**src/ssfc_pkg.sv**
```systemverilog
// Offsets, field positions, reset values and carrier types of the slot status register bank
package ssfc_pkg;
  localparam int unsigned AW = 12;
  localparam int unsigned DW = 32;
  // Register indices; byte address is four times the index
  localparam logic [AW-1:0] IDX_SLOT_CTRL  = 12'h058;
  localparam logic [AW-1:0] IDX_SLOT_STAT  = 12'h05a;
  localparam logic [AW-1:0] IDX_DEV_CAP2   = 12'h064;
  localparam logic [AW-1:0] IDX_DEV_CTL2   = 12'h068;
  localparam logic [AW-1:0] IDX_DEV_STS2   = 12'h06a;
  localparam logic [AW-1:0] IDX_IRQ_MASK   = 12'h0c0;
  // Slot status fields
  localparam int unsigned B_ATTN     = 0;
  localparam int unsigned B_PFAULT   = 1;
  localparam int unsigned B_LATCH_CH = 2;
  localparam int unsigned B_PRES_CH  = 3;
  localparam int unsigned B_CMD_DONE = 4;
  localparam int unsigned B_LATCH    = 5;
  localparam int unsigned B_PRESENT  = 6;
  localparam int unsigned B_ILOCK    = 7;
  localparam int unsigned B_LINK_CH  = 8;
  localparam logic [15:0] STAT_FLAGS = 16'h011f;
  // Slot control enable fields
  localparam int unsigned B_HP_IE    = 5;
  localparam int unsigned B_LINK_CE  = 12;
  localparam logic [15:0] CTRL_MASK  = 16'h103f;
  localparam logic [15:0] CTRL_RESET = 16'h0000;
  // Forwarding fields
  localparam int unsigned B_FWD      = 5;
  // Reset values of the live state bits
  localparam logic RST_LATCH    = 1'b0;
  localparam logic RST_PRESENT  = 1'b1;
  localparam logic RST_ILOCK    = 1'b0;
  localparam logic RST_LINK     = 1'b0;
  localparam logic [15:0] MASK_RESET = 16'h0000;
  localparam logic [DW-1:0] ZERO_WORD = 32'h0000_0000;

  // One-cycle event strobes from the slot side
  typedef struct packed {
    logic attn_press;
    logic power_fault;
    logic cmd_actions_done;
  } ssfc_evt_s;

  // Live levels from the slot side
  typedef struct packed {
    logic latch_open;
    logic card_present;
    logic interlock_engaged;
    logic link_active;
  } ssfc_lvl_s;
endpackage

```
**src/ssfc_regs.sv**
```systemverilog
// Slot status and forwarding control register bank on an APB slave
`timescale 1ns/10ps
// Operation
// - Attention press sets status bit 0
// - Power fault sets status bit 1
// - Latch sensor change sets bit 2
// - Presence change sets bit 3
// - Command finish sets sticky bit 4
// - Each slot control write is one command
// - Bit 4 waits for all command actions
// - Bit 5 shows latch state, reset 0
// - Bit 6 shows card presence, reset 1
// - Bit 7 shows interlock engaged state
// - Link active toggle sets bit 8
// - Forwarding supported reads 1 downstream only
// - Unsupported forwarding forces enable to zero
// - Enable stops device-zero forcing downstream
// - Upstream enable reads zero, ignores writes
// - Event interrupt needs its enable bit
// - Command interrupt needs its enable bit
module ssfc_regs (
  input  wire logic              CLK_SYS,
  input  wire logic              RESETN,
  input  wire logic              PSEL,
  input  wire logic              PENABLE,
  input  wire logic              PWRITE,
  input  wire logic [11:0]       PADDR,
  input  wire logic [31:0]       PWDATA,
  input  wire logic [3:0]        PSTRB,
  output logic                   PREADY,
  output logic [31:0]            PRDATA,
  output logic                   PSLVERR,
  input  wire logic              IS_UPSTREAM,
  input  wire ssfc_pkg::ssfc_evt_s SLOT_EVT,
  input  wire ssfc_pkg::ssfc_lvl_s SLOT_LVL,
  output logic [15:0]            SLOT_CTRL,
  output logic                   CMD_ISSUE,
  output logic                   CMD_BUSY,
  output logic                   FWD_ENABLE,
  output logic                   FORCE_DEV_ZERO,
  output logic                   IRQ
);

  logic        rst_meta;
  logic        rst_n;
  logic        upstream;
  logic        access;
  logic        wr_en;
  logic [15:0] ctrl;
  logic [15:0] flags;
  logic [15:0] mask;
  logic [15:0] next_flags;
  logic [15:0] set_vec;
  logic [15:0] clr_vec;
  logic [15:0] stat_word;
  logic        latch;
  logic        present;
  logic        ilock;
  logic        link;
  logic        fwd_en;
  logic        cmd_pend;
  logic [31:0] next_rdata;
  logic        mapped;
  logic [15:0] irq_en;

  // Byte address of a register index
  function automatic logic [11:0] baddr(input logic [11:0] idx);
    baddr = {idx[9:0], 2'b00};
  endfunction

  function automatic logic hit(input logic [11:0] a, input logic [11:0] idx);
    hit = (a == baddr(idx));
  endfunction

  // Sticky flag: a set in the clearing cycle wins
  function automatic logic [15:0] w1c(input logic [15:0] cur, input logic [15:0] set,
                                      input logic [15:0] clr);
    w1c = set | (cur & ~clr);
  endfunction

  always_ff @(posedge CLK_SYS or negedge RESETN) begin
    if (!RESETN) begin
      rst_meta <= 1'b0;
      rst_n    <= 1'b0;
    end else begin
      rst_meta <= 1'b1;
      rst_n    <= rst_meta;
    end
  end

  // Port role, sampled from IS_UPSTREAM every cycle after reset release
  always_ff @(posedge CLK_SYS or negedge rst_n) begin
    if (!rst_n) begin
      upstream <= 1'b0;
    end else begin
      upstream <= IS_UPSTREAM;
    end
  end

  assign access = PSEL && PENABLE && !PREADY;
  // Writes land at the edge where the master sees ready high
  assign wr_en  = PSEL && PENABLE && PREADY && PWRITE;

  // One wait state: ready rises in the second access cycle
  always_ff @(posedge CLK_SYS or negedge rst_n) begin
    if (!rst_n) begin
      PREADY  <= 1'b0;
      PRDATA  <= ssfc_pkg::ZERO_WORD;
      PSLVERR <= 1'b0;
    end else begin
      PREADY  <= access;
      PRDATA  <= (access && !PWRITE) ? next_rdata : ssfc_pkg::ZERO_WORD;
      PSLVERR <= access && !mapped;
    end
  end

  logic wr_ctrl;
  logic wr_stat;
  logic wr_ctl2;
  logic wr_mask;
  assign wr_ctrl = wr_en && hit(PADDR, ssfc_pkg::IDX_SLOT_CTRL);
  assign wr_stat = wr_en && hit(PADDR, ssfc_pkg::IDX_SLOT_STAT);
  assign wr_ctl2 = wr_en && hit(PADDR, ssfc_pkg::IDX_DEV_CTL2);
  assign wr_mask = wr_en && hit(PADDR, ssfc_pkg::IDX_IRQ_MASK);

  always_ff @(posedge CLK_SYS or negedge rst_n) begin
    if (!rst_n) begin
      ctrl <= ssfc_pkg::CTRL_RESET;
    end else if (wr_ctrl) begin
      if (PSTRB[0]) ctrl[7:0]  <= PWDATA[7:0] & ssfc_pkg::CTRL_MASK[7:0];
      if (PSTRB[1]) ctrl[15:8] <= PWDATA[15:8] & ssfc_pkg::CTRL_MASK[15:8];
    end
  end

  always_ff @(posedge CLK_SYS or negedge rst_n) begin
    if (!rst_n) begin
      mask <= ssfc_pkg::MASK_RESET;
    end else if (wr_mask) begin
      if (PSTRB[0]) mask[7:0]  <= PWDATA[7:0] & ssfc_pkg::STAT_FLAGS[7:0];
      if (PSTRB[1]) mask[15:8] <= PWDATA[15:8] & ssfc_pkg::STAT_FLAGS[15:8];
    end
  end

  // Command tracking: each slot control write issues one command
  always_ff @(posedge CLK_SYS or negedge rst_n) begin
    if (!rst_n) begin
      CMD_ISSUE <= 1'b0;
      cmd_pend  <= 1'b0;
    end else begin
      CMD_ISSUE <= wr_ctrl;
      if (wr_ctrl) begin
        cmd_pend <= 1'b1;
      end else if (SLOT_EVT.cmd_actions_done) begin
        cmd_pend <= 1'b0;
      end
    end
  end

  // Live slot levels
  always_ff @(posedge CLK_SYS or negedge rst_n) begin
    if (!rst_n) begin
      latch   <= ssfc_pkg::RST_LATCH;
      present <= ssfc_pkg::RST_PRESENT;
      ilock   <= ssfc_pkg::RST_ILOCK;
      link    <= ssfc_pkg::RST_LINK;
    end else begin
      latch   <= SLOT_LVL.latch_open;
      present <= SLOT_LVL.card_present;
      ilock   <= SLOT_LVL.interlock_engaged;
      link    <= SLOT_LVL.link_active;
    end
  end

  always_comb begin
    set_vec = 16'h0000;
    set_vec[ssfc_pkg::B_ATTN]     = SLOT_EVT.attn_press;
    set_vec[ssfc_pkg::B_PFAULT]   = SLOT_EVT.power_fault;
    set_vec[ssfc_pkg::B_LATCH_CH] = SLOT_LVL.latch_open ^ latch;
    set_vec[ssfc_pkg::B_PRES_CH]  = SLOT_LVL.card_present ^ present;
    set_vec[ssfc_pkg::B_CMD_DONE] = cmd_pend && !wr_ctrl && SLOT_EVT.cmd_actions_done;
    set_vec[ssfc_pkg::B_LINK_CH]  = SLOT_LVL.link_active ^ link;
  end

  always_comb begin
    clr_vec = 16'h0000;
    if (wr_stat) begin
      if (PSTRB[0]) clr_vec[7:0]  = PWDATA[7:0];
      if (PSTRB[1]) clr_vec[15:8] = PWDATA[15:8];
    end
    clr_vec = clr_vec & ssfc_pkg::STAT_FLAGS;
  end

  assign next_flags = w1c(flags, set_vec, clr_vec);

  always_ff @(posedge CLK_SYS or negedge rst_n) begin
    if (!rst_n) begin
      flags <= 16'h0000;
    end else begin
      flags <= next_flags & ssfc_pkg::STAT_FLAGS;
    end
  end

  always_comb begin
    stat_word = flags;
    stat_word[ssfc_pkg::B_LATCH]   = latch;
    stat_word[ssfc_pkg::B_PRESENT] = present;
    stat_word[ssfc_pkg::B_ILOCK]   = ilock;
  end

  // Forwarding enable, writable only where supported
  always_ff @(posedge CLK_SYS or negedge rst_n) begin
    if (!rst_n) begin
      fwd_en <= 1'b0;
    end else if (upstream) begin
      fwd_en <= 1'b0;
    end else if (wr_ctl2 && PSTRB[0]) begin
      fwd_en <= PWDATA[ssfc_pkg::B_FWD];
    end
  end

  always_comb begin
    next_rdata = ssfc_pkg::ZERO_WORD;
    mapped     = 1'b1;
    if (hit(PADDR, ssfc_pkg::IDX_SLOT_CTRL)) begin
      next_rdata[15:0] = ctrl;
    end else if (hit(PADDR, ssfc_pkg::IDX_SLOT_STAT)) begin
      next_rdata[15:0] = stat_word;
    end else if (hit(PADDR, ssfc_pkg::IDX_DEV_CAP2)) begin
      next_rdata[ssfc_pkg::B_FWD] = !upstream;
    end else if (hit(PADDR, ssfc_pkg::IDX_DEV_CTL2)) begin
      next_rdata[ssfc_pkg::B_FWD] = fwd_en && !upstream;
    end else if (hit(PADDR, ssfc_pkg::IDX_DEV_STS2)) begin
      next_rdata = ssfc_pkg::ZERO_WORD;
    end else if (hit(PADDR, ssfc_pkg::IDX_IRQ_MASK)) begin
      next_rdata[15:0] = mask;
    end else begin
      mapped = 1'b0;
    end
  end

  // Per-event interrupt enables; events also need the master enable
  always_comb begin
    irq_en = 16'h0000;
    irq_en[ssfc_pkg::B_CMD_DONE:0] = ctrl[ssfc_pkg::B_CMD_DONE:0];
    irq_en[ssfc_pkg::B_LINK_CH] = ctrl[ssfc_pkg::B_LINK_CE];
    if (!ctrl[ssfc_pkg::B_HP_IE]) irq_en = 16'h0000;
  end

  logic [15:0] irq_en_full;
  always_comb begin
    irq_en_full = irq_en;
    irq_en_full[ssfc_pkg::B_PFAULT:0] = ctrl[ssfc_pkg::B_PFAULT:0] & {2{ctrl[ssfc_pkg::B_HP_IE]}};
    irq_en_full[ssfc_pkg::B_CMD_DONE:ssfc_pkg::B_LATCH_CH] =
      ctrl[ssfc_pkg::B_CMD_DONE:ssfc_pkg::B_LATCH_CH] & {3{ctrl[ssfc_pkg::B_HP_IE]}};
  end

  always_ff @(posedge CLK_SYS or negedge rst_n) begin
    if (!rst_n) begin
      IRQ            <= 1'b0;
      SLOT_CTRL      <= ssfc_pkg::CTRL_RESET;
      CMD_BUSY       <= 1'b0;
      FWD_ENABLE     <= 1'b0;
      FORCE_DEV_ZERO <= 1'b1;
    end else begin
      IRQ            <= |(next_flags & ssfc_pkg::STAT_FLAGS & mask & irq_en_full);
      SLOT_CTRL      <= ctrl;
      CMD_BUSY       <= cmd_pend;
      FWD_ENABLE     <= fwd_en && !upstream;
      FORCE_DEV_ZERO <= !(fwd_en && !upstream);
    end
  end
endmodule

```
**config.mk**
```make
export PLATFORM = sky130hd
export DESIGN_NAME = ssfc_regs
export DESIGN_NICKNAME = d
export VERILOG_FILES = /design/src/ssfc_pkg.sv /design/src/ssfc_regs.sv
export SDC_FILE = /design/constraint.sdc
export NUM_CORES = 1
export LEC_CHECK = 0
export ABC_AREA = 0
export BUFFER_PORTS_ARGS = -buffer_cell sky130_fd_sc_hd__buf_4
export CAP_MARGIN = 20
export CORE_UTILIZATION = 50
export CTS_CLUSTER_DIAMETER = 50
export DETAILED_ROUTE_END_ITERATION = 10
export PLACE_DENSITY = 0.95
export REMOVE_ABC_BUFFERS = 1
export SYNTH_ARGS = -nofsm -noshare
export SYNTH_HDL_FRONTEND = slang
export SYNTH_SLANG_ARGS = --single-unit
export TNS_END_PERCENT = 100
```
**constraint.sdc**
```tcl
create_clock -name CLK_SYS -period 5 [get_ports CLK_SYS]
set_clock_uncertainty 0.15 [all_clocks]
set_input_delay 0.75 -clock CLK_SYS [delete_from_list [all_inputs] [get_ports CLK_SYS]]
set_output_delay 0.75 -clock CLK_SYS [all_outputs]
set_load 0.005 [all_outputs]
```
After elaboration in Yosys (flattened, before gate mapping)
Cells that the tools add are included.
{"block": "totals", "out_inout_bits": 55, "ff_bits": 74, "input_bits": 61}
{"block": "op_classes", "n_mux": 26, "n_eq_ne": 6, "bitwise": 10, "reduce_logical": 27}
{"cell": "$eq A12 B9 Y1 const B", "count": 5}
{"cell": "$mux W9", "count": 5}
{"cell": "$mux W16", "count": 2}
{"cell": "$mux W32", "count": 1}
{"cell": "$and A9 B9 Y9", "count": 2}
{"cell": "$and A9 B16 Y16", "count": 1}
{"cell": "$reduce_or A16 Y1", "count": 1}
{"cell": "$logic_and A1 B1 Y1", "count": 14}
{"cell": "$mux W1", "count": 13}
{"cell": "$eq A12 B10 Y1 const B", "count": 1}
{"cell": "$mux W5", "count": 2}
{"cell": "$not A9 Y9", "count": 1}
{"cell": "$or A9 B9 Y9", "count": 1}
{"cell": "$mux W8", "count": 1}
{"cell": "$reduce_and A2 Y1", "count": 4}
{"cell": "$logic_not A1 Y1", "count": 6}
{"cell": "$mux W3", "count": 2}
{"cell": "$reduce_bool A2 Y1", "count": 2}
{"cell": "$and A3 B3 Y3", "count": 1}
{"cell": "$xor A1 B1 Y1", "count": 3}
{"cell": "$and A2 B2 Y2", "count": 1}

Longest topological paths before layout
Gate-level depths: netlist of run 1.
{"block": "depth", "word_depth": 11, "mapped_depth": 6, "mapped_depth_nobuf": 5}

Worst setup path after synthesis of run 1
Ideal clock, no wire load.
{"block": "synth_timing", "path_kind": "input -> register", "startpoint": "in PADDR[11]", "endpoint": "reg ctrl[0]", "required_time_ps": 4725, "n_path_buf": 1, "path_slack_ps": 2887, "stages": 5, "arrival_ps": 1838, "path_cell_list": "nor4b_4 -> and3_4 -> and2_4 -> buf_12 -> mux2_4"}
{"block": "synth_between", "elab_chain_len": 3}
{"element": "from (decl)", "line": "ssfc_regs.sv:27", "text": "input wire logic [11:0] PADDR,"}
{"element": "$eq A12 B9 Y1", "line": "ssfc_regs.sv:72", "text": "hit = (a == baddr(idx));"}
{"element": "$logic_and A1 B1 Y1", "line": "ssfc_regs.sv:121", "text": "assign wr_ctrl = wr_en && hit(PADDR, ssfc_pkg::IDX_SLOT_CTRL);"}
{"element": "$reduce_and A2 Y1 (no line)"}
{"element": "to (signal assigned)", "line": "ssfc_regs.sv:128", "text": "ctrl <= ssfc_pkg::CTRL_RESET;"}
{"element": "to (signal assigned)", "line": "ssfc_regs.sv:130", "text": "if (PSTRB[0]) ctrl[7:0] <= PWDATA[7:0] & ssfc_pkg::CTRL_MASK[7:0];"}
{"element": "to (decl)", "line": "ssfc_regs.sv:49", "text": "logic [15:0] ctrl;"}
No other way between the ends.
A chain may end at the register's enable or synchronous reset.

Worst setup path after layout of run 1
{"block": "layout_timing", "startpoint": "in PADDR[11]", "endpoint": "reg IRQ"}
{"block": "layout_between", "elab_chain_len": 9, "word_cells_on_any_way": 14, "classes_between": "eq/ne: 2; mux: 1; bitwise: 5; reduce/logical: 6"}
{"element": "$eq A12 B9 Y1", "line": "ssfc_regs.sv:72"}
{"element": "$logic_and A1 B1 Y1 (on tied branches)", "line": "ssfc_regs.sv:122, ssfc_regs.sv:121"}
{"element": "$mux W9 / $logic_not A1 Y1 (equally long branches)", "line": "ssfc_regs.sv:186, ssfc_regs.sv:180"}
{"element": "$not A9 Y9 / $logic_and A1 B1 Y1 (equally long branches)", "line": "ssfc_regs.sv:78, ssfc_regs.sv:180"}
{"element": "$and A9 B9 Y9 / $logic_and A1 B1 Y1 (equally long branches)", "line": "ssfc_regs.sv:78, ssfc_regs.sv:180"}
{"element": "$or A9 B9 Y9 (*)", "line": "ssfc_regs.sv:78", "text": "w1c = set | (cur & ~clr);"}
{"element": "$and A9 B9 Y9 (*)", "line": "ssfc_regs.sv:265", "text": "IRQ <= |(next_flags & ssfc_pkg::STAT_FLAGS & mask & irq_en_full);"}
{"element": "$and A9 B16 Y16 (*)", "line": "ssfc_regs.sv:265"}
{"element": "$reduce_or A16 Y1 (*)", "line": "ssfc_regs.sv:265"}
{"element": "to (signal assigned)", "line": "ssfc_regs.sv:265"}
{"element": "to (decl)", "line": "ssfc_regs.sv:41", "text": "output logic IRQ"}
Mark *: on every way between the ends. The rest lies on a longest branch, timed or not.

==> results.json, run 1 <==
{
  "setup.worst_path.end_class": "register",
  "route.antenna.remaining_nets": 0,
  "finalMaxSlewViolations": 0,
  "number_of_enable_flip_flop_cells_after_synthesis": 0,
  "synth_seq_area_share_pct": 52.6,
  "numPortBuffers": 58,
  "cts.sinks": 52,
  "dr.pass1.iters": 4,
  "setup_viol": 0,
  "cts.path.max_buffers": 2,
  "unrepaired_setup_endpoints_after_global_routing": "no",
  "synth_top_cells_by_area": "sky130_fd_sc_hd__dfrtp_1, sky130_fd_sc_hd__buf_4, sky130_fd_sc_hd__mux2_4",
  "post_drt_wl_per_cell_um": 15.1,
  "p_per_area_mw_per_mm2": 247,
  "worstRegToRegCells": 5,
  "routed_via_density": 5.05,
  "start_kind": "input port",
  "vdd_drop_max_v": 0.000129,
  "drive_above_1_share_pct": 37.7,
  "transition_time_of_the_tightest_slew_check_pin_ns": 0.511,
  "criticalPathCategory": "input port to register",
  "path_buf_inv": 1,
  "status": "complete, no violations",
  "async_reset_ff_share_pct": 100,
  "clock_tree_from_tritoncts": "built",
  "diodes": 0,
  "drt_drc_violations_left": 0,
  "yosysUniqueCellTypes": 50,
  "timing.max_cap.violations": 0,
  "grt_antenna_before_repair": 0,
  "design.final.nets": 325,
  "clkTransAtPathRegs_ns": 0.09,
  "cts_hold_buffers": 0,
  "ys_dominant_reg_cell": "sky130_fd_sc_hd__dfrtp_1",
  "cts_setup_buffers": 0,
  "synth.ff_latch_count": 52,
  "first_global_vias": 1692,
  "grt_util_all_layers_pct": 20.3,
  "crit_fanout": 14,
  "critical-path-max-stage-delay_ns": 0.40,
  "hold-worst-slack_ns": 0.0481,
  "synth_cells": 204,
  "worstPathArrival_ns": 2.20,
  "gp_routability_congestion": 0.876,
  "row_count": 25,
  "root_buffer": "sky130_fd_sc_hd__clkbuf_8",
  "cts-htree-levels": 2,
  "initial_utilization_pct": 52.2,
  "cts.repair.resized": 0,
  "critical_path_depth": 6,
  "finalSetupTns_ns": 0,
  "critical_path.slowest_cell": "sky130_fd_sc_hd__and4_4",
  "synth.avg_cell_area_um2": 12.2,
  "fp.dieW_um": 72.4,
  "grt_pass1_wl_um": 7770,
  "timing.reg2reg.setup_slack_ns": 3.24,
  "syn-cell-area_mm2": 0.00248,
  "power_mw": 0.725,
  "vias": 1677,
  "synthToLayoutAreaGrowth_pct": 18.6,
  "fin_crit_period_ns": 2.18,
  "worstPathCellList": "buf_4 -> nor4b_4 -> and4_4 -> a31oi_1 -> o2111ai_1 -> nand4_1",
  "drt_first_iter_violations": 115,
  "timing_hold_violations_final": 0,
  "dp.final_hpwl_um": 3650,
  "grt_start_max_net_pins": 51,
  "fill_cells": 374,
  "min_delay_worst_type": "input port to asynchronous set/reset pin",
  "slew_headroom_pct": 66.0,
  "synth_largest_type_area_fraction_pct": 50.5,
  "yosys_warnings": 0,
  "tritoncts.num_buffers": 5,
  "clock.fmax_ghz": 0.458,
  "die_height_um": 72.4,
  "cpLargestDelayFamily": "simple AND/OR/NAND/NOR gates",
  "cellLeakagePower_nw": 1.48,
  "number_of_placed_i_o_pins": 116,
  "grt_remaining_overflow": 0,
  "clk_latency_ns": 0.31,
  "synth_top_area_cell": "sky130_fd_sc_hd__dfrtp_1",
  "drt-total-wl_um": 5010,
  "post-route-period-util_pct": 43.7,
  "die_area_mm2": 0.00525,
  "final_core_utilization_pct": 61.9,
  "critical_path_required_ns": 5.01,
  "coreArea_mm2": 0.00475
}
==> synthesized netlist by cell type (2+ instances only) <==
cell type,n
sky130_fd_sc_hd__mux2_4,10
sky130_fd_sc_hd__o2111ai_1,3
sky130_fd_sc_hd__and4_2,2
sky130_fd_sc_hd__buf_6,2
sky130_fd_sc_hd__nand3_1,3
sky130_fd_sc_hd__and2_4,3
sky130_fd_sc_hd__a41oi_2,2
sky130_fd_sc_hd__nand2_1,10
sky130_fd_sc_hd__nor2_1,9
sky130_fd_sc_hd__a21o_1,4
sky130_fd_sc_hd__nor3_1,3
sky130_fd_sc_hd__o21ai_0,5
sky130_fd_sc_hd__nor2b_1,6
sky130_fd_sc_hd__and4_1,2
sky130_fd_sc_hd__xor2_1,3
sky130_fd_sc_hd__and3_1,4
sky130_fd_sc_hd__conb_1,2
sky130_fd_sc_hd__or2_2,2
sky130_fd_sc_hd__buf_4,31
sky130_fd_sc_hd__inv_1,7
sky130_fd_sc_hd__a21oi_1,5
sky130_fd_sc_hd__mux2_2,2
sky130_fd_sc_hd__a222oi_1,5
sky130_fd_sc_hd__a22oi_1,2
sky130_fd_sc_hd__dfstp_2,2
sky130_fd_sc_hd__dfrtp_1,50
sky130_fd_sc_hd__a31oi_1,2
==> cell usage in the layout (no fill, tap or decap), types with 2 or more instances in the layout <==
cell type,instances
sky130_fd_sc_hd__nor2_1,9
sky130_fd_sc_hd__a41oi_2,2
sky130_fd_sc_hd__a31oi_1,2
sky130_fd_sc_hd__xor2_1,3
sky130_fd_sc_hd__o21ai_0,5
sky130_fd_sc_hd__nand2_1,10
sky130_fd_sc_hd__clkbuf_8,5
sky130_fd_sc_hd__dfstp_2,2
sky130_fd_sc_hd__nor2b_1,6
sky130_fd_sc_hd__buf_4,58
sky130_fd_sc_hd__or2_2,2
sky130_fd_sc_hd__and2_4,3
sky130_fd_sc_hd__clkinvlp_4,2
sky130_fd_sc_hd__conb_1,32
sky130_fd_sc_hd__mux2_4,10
sky130_fd_sc_hd__and3_1,4
sky130_fd_sc_hd__a222oi_1,5
sky130_fd_sc_hd__and4_1,2
sky130_fd_sc_hd__nand3_1,3
sky130_fd_sc_hd__mux2_2,2
sky130_fd_sc_hd__nor3_1,3
sky130_fd_sc_hd__and4_2,2
sky130_fd_sc_hd__a21oi_1,5
sky130_fd_sc_hd__a22oi_1,2
sky130_fd_sc_hd__o2111ai_1,3
sky130_fd_sc_hd__a21o_1,4
sky130_fd_sc_hd__inv_1,7
sky130_fd_sc_hd__dfrtp_1,49
==> final timing paths <==
check,endpoint,startpoint
worst max-delay path,IRQ,PADDR[11]
worst max register to register,IRQ,PREADY
min in group CLK_SYS,rst_n,rst_meta
max in group asynchronous,FORCE_DEV_ZERO,rst_n
worst min register to register,ctrl[3],rst_n
worst min-delay path,rst_meta,RESETN
==> layer usage <==
metal	GRT usage [%]	routed length, um
met1	22.3	1910
met2	35.8	2700
met3	6.25	329
met4	8.93	73
met5	0	0
==> power breakdown <==
group	total (mW)	internal [mW]	switching, mW
clock network	0.240	0.0992	0.141
registers	0.430	0.424	0.00550
logic	0.0552	0.0261	0.0291
total	0.725	0.550	0.176
==> worst reg2reg max path, delay by kind of cell (launching register included) <==
family / cells / cell delay [ns]
flip-flops: 1 / 0.38
AO/OA/AOI/OAI: 2 / 0.36
AND/OR/NAND/NOR: 3 / 0.71
==> per-stage QoR <==
stage / instance area [um^2] / instances / worst slack [ns]
final: 2940 / 332 / 2.82
after global routing: 2940 / 332 / 2.77
after CTS: 2920 / 331 / 2.86
after detailed placement: 2830 / 323 / 2.52
after global placement: 2830 / 323 / 2.56
after floorplan: 2310 / 198 / 2.85
==> layout make-up <==
type	instances	area [um^2]	share of cell area, %
multi-input combinational	139	978	33.3
timing repair buffer	59	455	15.5
clock buffer	5	68.8	2.34
tap	67	83.8	2.85
sequential	52	1310	44.4
inverter	7	26.3	0.893
clock inverter	3	23.8	0.808
==> registers in the layout (all words and copies together) (netlist names) <==
name	cells
PRDATA	10
SLOT_CTRL	7
ctrl	7
flags	6
mask	6
CMD_BUSY	1
CMD_ISSUE	1
FORCE_DEV_ZERO	1
FWD_ENABLE	1
IRQ	1
PREADY	1
PSLVERR	1
cmd_pend	1
fwd_en	1
ilock	1
latch	1
link	1
present	1
rst_meta	1
rst_n	1
upstream	1
==> logic make-up after synthesis <==
logic type,count (synthesis),synth area share [%]
other,2,0.303
multiplexers,13,7.37
flip-flops,52,52.6
buffers and inverters,43,12.5
AO/OA/AOI/OAI,31,9.74
XOR/XNOR,3,1.06
AND/OR/NAND/NOR,60,16.4
No activity file was read; power rests on OpenSTA's default activity.
==> run 2, diff against run 1 <==
--- a/config.mk
+++ b/config.mk
@@ -8,10 +8,10 @@
 export ABC_AREA = 0
 export BUFFER_PORTS_ARGS = -buffer_cell sky130_fd_sc_hd__buf_4
 export CAP_MARGIN = 20
-export CORE_UTILIZATION = 50
+export CORE_UTILIZATION = 46
 export CTS_CLUSTER_DIAMETER = 50
 export DETAILED_ROUTE_END_ITERATION = 10
-export PLACE_DENSITY = 0.95
+export PLACE_DENSITY = 0.89
 export REMOVE_ABC_BUFFERS = 1
 export SYNTH_ARGS = -nofsm -noshare
 export SYNTH_HDL_FRONTEND = slang
==> constraint.sdc (replaced) <==
create_clock -name CLK_SYS -period 2.3 [get_ports CLK_SYS]
set_clock_uncertainty 0.15 [all_clocks]
set_input_delay 0.345 -clock CLK_SYS [delete_from_list [all_inputs] [get_ports CLK_SYS]]
set_output_delay 0.345 -clock CLK_SYS [all_outputs]
set_load 0.005 [all_outputs]
==> results.json, run 2 (synthesis results as in run 1) <==
{
  "row_count": 26,
  "clock_tree_from_tritoncts": "built",
  "mostFrequentLayoutCells": "sky130_fd_sc_hd__buf_4, sky130_fd_sc_hd__dfrtp_1, sky130_fd_sc_hd__conb_1",
  "cts.repair.resized": 0,
  "drt_drc_violations_left": 0,
  "worstPathArrival_ns": 1.78,
  "vdd_drop_max_v": 0.000256,
  "clk_latency_ns": 0.30,
  "diodes": 0,
  "timing_hold_violations_final": 0,
  "cts_setup_buffers": 0,
  "drive_above_1_share_pct": 36.4,
  "p_per_area_mw_per_mm2": 521,
  "first_global_vias": 1620,
  "timing.max_cap.violations": 0,
  "status": "complete, no violations",
  "routed_via_density": 4.99,
  "cts.sinks": 52,
  "post_drt_wl_per_cell_um": 14.1,
  "hold-worst-slack_ns": 0.0123,
  "largest_reg_flops": 10,
  "drt_first_iter_violations": 168,
  "tritoncts.num_buffers": 5,
  "grt_util_all_layers_pct": 18.4,
  "coreArea_mm2": 0.00514,
  "critical_path_required_ns": 2.34,
  "numPortBuffers": 58,
  "fin_crit_period_ns": 1.74,
  "grt_remaining_overflow": 0,
  "post-route-period-util_pct": 75.8,
  "vias": 1692,
  "gp_routability_congestion": 0.814,
  "reg_top3": "PRDATA: 10 flops, SLOT_CTRL: 7 flops, ctrl: 7 flops",
  "clock.fmax_ghz": 0.574,
  "grt_start_max_net_pins": 51,
  "unrepaired_setup_endpoints_after_global_routing": "no",
  "finalSetupTns_ns": 0,
  "dr.pass1.iters": 5,
  "setup_viol": 0,
  "synthToLayoutAreaGrowth_pct": 19.9,
  "route.antenna.remaining_nets": 0,
  "design.final.nets": 329,
  "grt_pass1_wl_um": 7670,
  "criticalPathCategory": "input port to register",
  "start_kind": "input port",
  "min_delay_worst_type": "input port to register",
  "die_height_um": 75.4,
  "initial_utilization_pct": 48.2,
  "setup.worst_path.end_class": "register",
  "crit_fanout": 12,
  "number_of_placed_i_o_pins": 116,
  "cellLeakagePower_nw": 1.50,
  "cts_hold_buffers": 4,
  "finalMaxSlewViolations": 0,
  "drt-total-wl_um": 4790,
  "root_buffer": "sky130_fd_sc_hd__clkbuf_8",
  "grt_antenna_before_repair": 0,
  "layout_commonest_cell": "sky130_fd_sc_hd__buf_4",
  "register_containing_the_most_flip_flops_in_the_final_layout": "PRDATA",
  "cts.path.max_buffers": 2,
  "clkTransAtPathRegs_ns": 0.08,
  "dp.final_hpwl_um": 3520,
  "fp.dieW_um": 75.4,
  "die_area_mm2": 0.00569,
  "cts-htree-levels": 2,
  "power_mw": 1.55
}
-- run 2: cell types whose count changed in the layout (fill, tap and decap cells not counted), sizes merged --
cell,change
clkinvlp,-2
clkbuf,+2
dlygate4sd3,+4
-- run 2: metal layers --
layer,routed length [um],share of wire (%),track usage (%)
met1,1920,40,23.2
met2,2470,52,30.0
met3,347,7.2,5.95
met4,53,1.1,6.38
met5,0,0,0
-- run 2: power by group --
| part | switching, mW | internal, mW | total (mW) |
|---|---|---|---|
| Clock | 0.277 | 0.214 | 0.491 |
| Combinational | 0.0696 | 0.0613 | 0.131 |
| Sequential | 0.00424 | 0.922 | 0.927 |
-- run 2: path summary, 6_finish.rpt --
path                                  start       to  slack (ns)  cells past startpoint
worst max-delay path              PADDR[11]  ctrl[0]        0.56                      5
worst min-delay path            SLOT_LVL[3]    latch        0.01                      1
worst max register to register       PREADY  ctrl[0]        0.60                      4
worst min register to register        rst_n   fwd_en        0.10                      1
max in group asynchronous             rst_n  present        1.61                      1
min in group asynchronous             rst_n   fwd_en        0.10                      1
-- run 2: area by class of cell --
cell class | count | area, um^2
sequential | 52 | 1310
tap | 70 | 87.6
clock buffer | 7 | 76.3
fill | 442 | 2170
clock inverter | 1 | 5.00
timing repair buffer | 63 | 495
inverter | 7 | 26.3
multi-input combinational | 139 | 978
-- run 2: metrics by stage --
step | cells | setup WS (ns) | utilization, % | instance area, um^2
after floorplan | 198 | 0.556 | - | 2310
after global placement | 327 | 0.263 | 55.5 | 2850
after detailed placement | 327 | 0.244 | 55.5 | 2850
after CTS | 339 | 0.568 | 57.9 | 2970
after global routing | 339 | 0.506 | 57.9 | 2970
final | 339 | 0.558 | 57.9 | 2970
-- run 2: critical path: stages --
cell,delay (ns)
sky130_fd_sc_hd__buf_4,0.12
sky130_fd_sc_hd__nor4b_4,0.37
sky130_fd_sc_hd__and3_4,0.36
sky130_fd_sc_hd__and2_4,0.26
sky130_fd_sc_hd__mux2_4,0.32
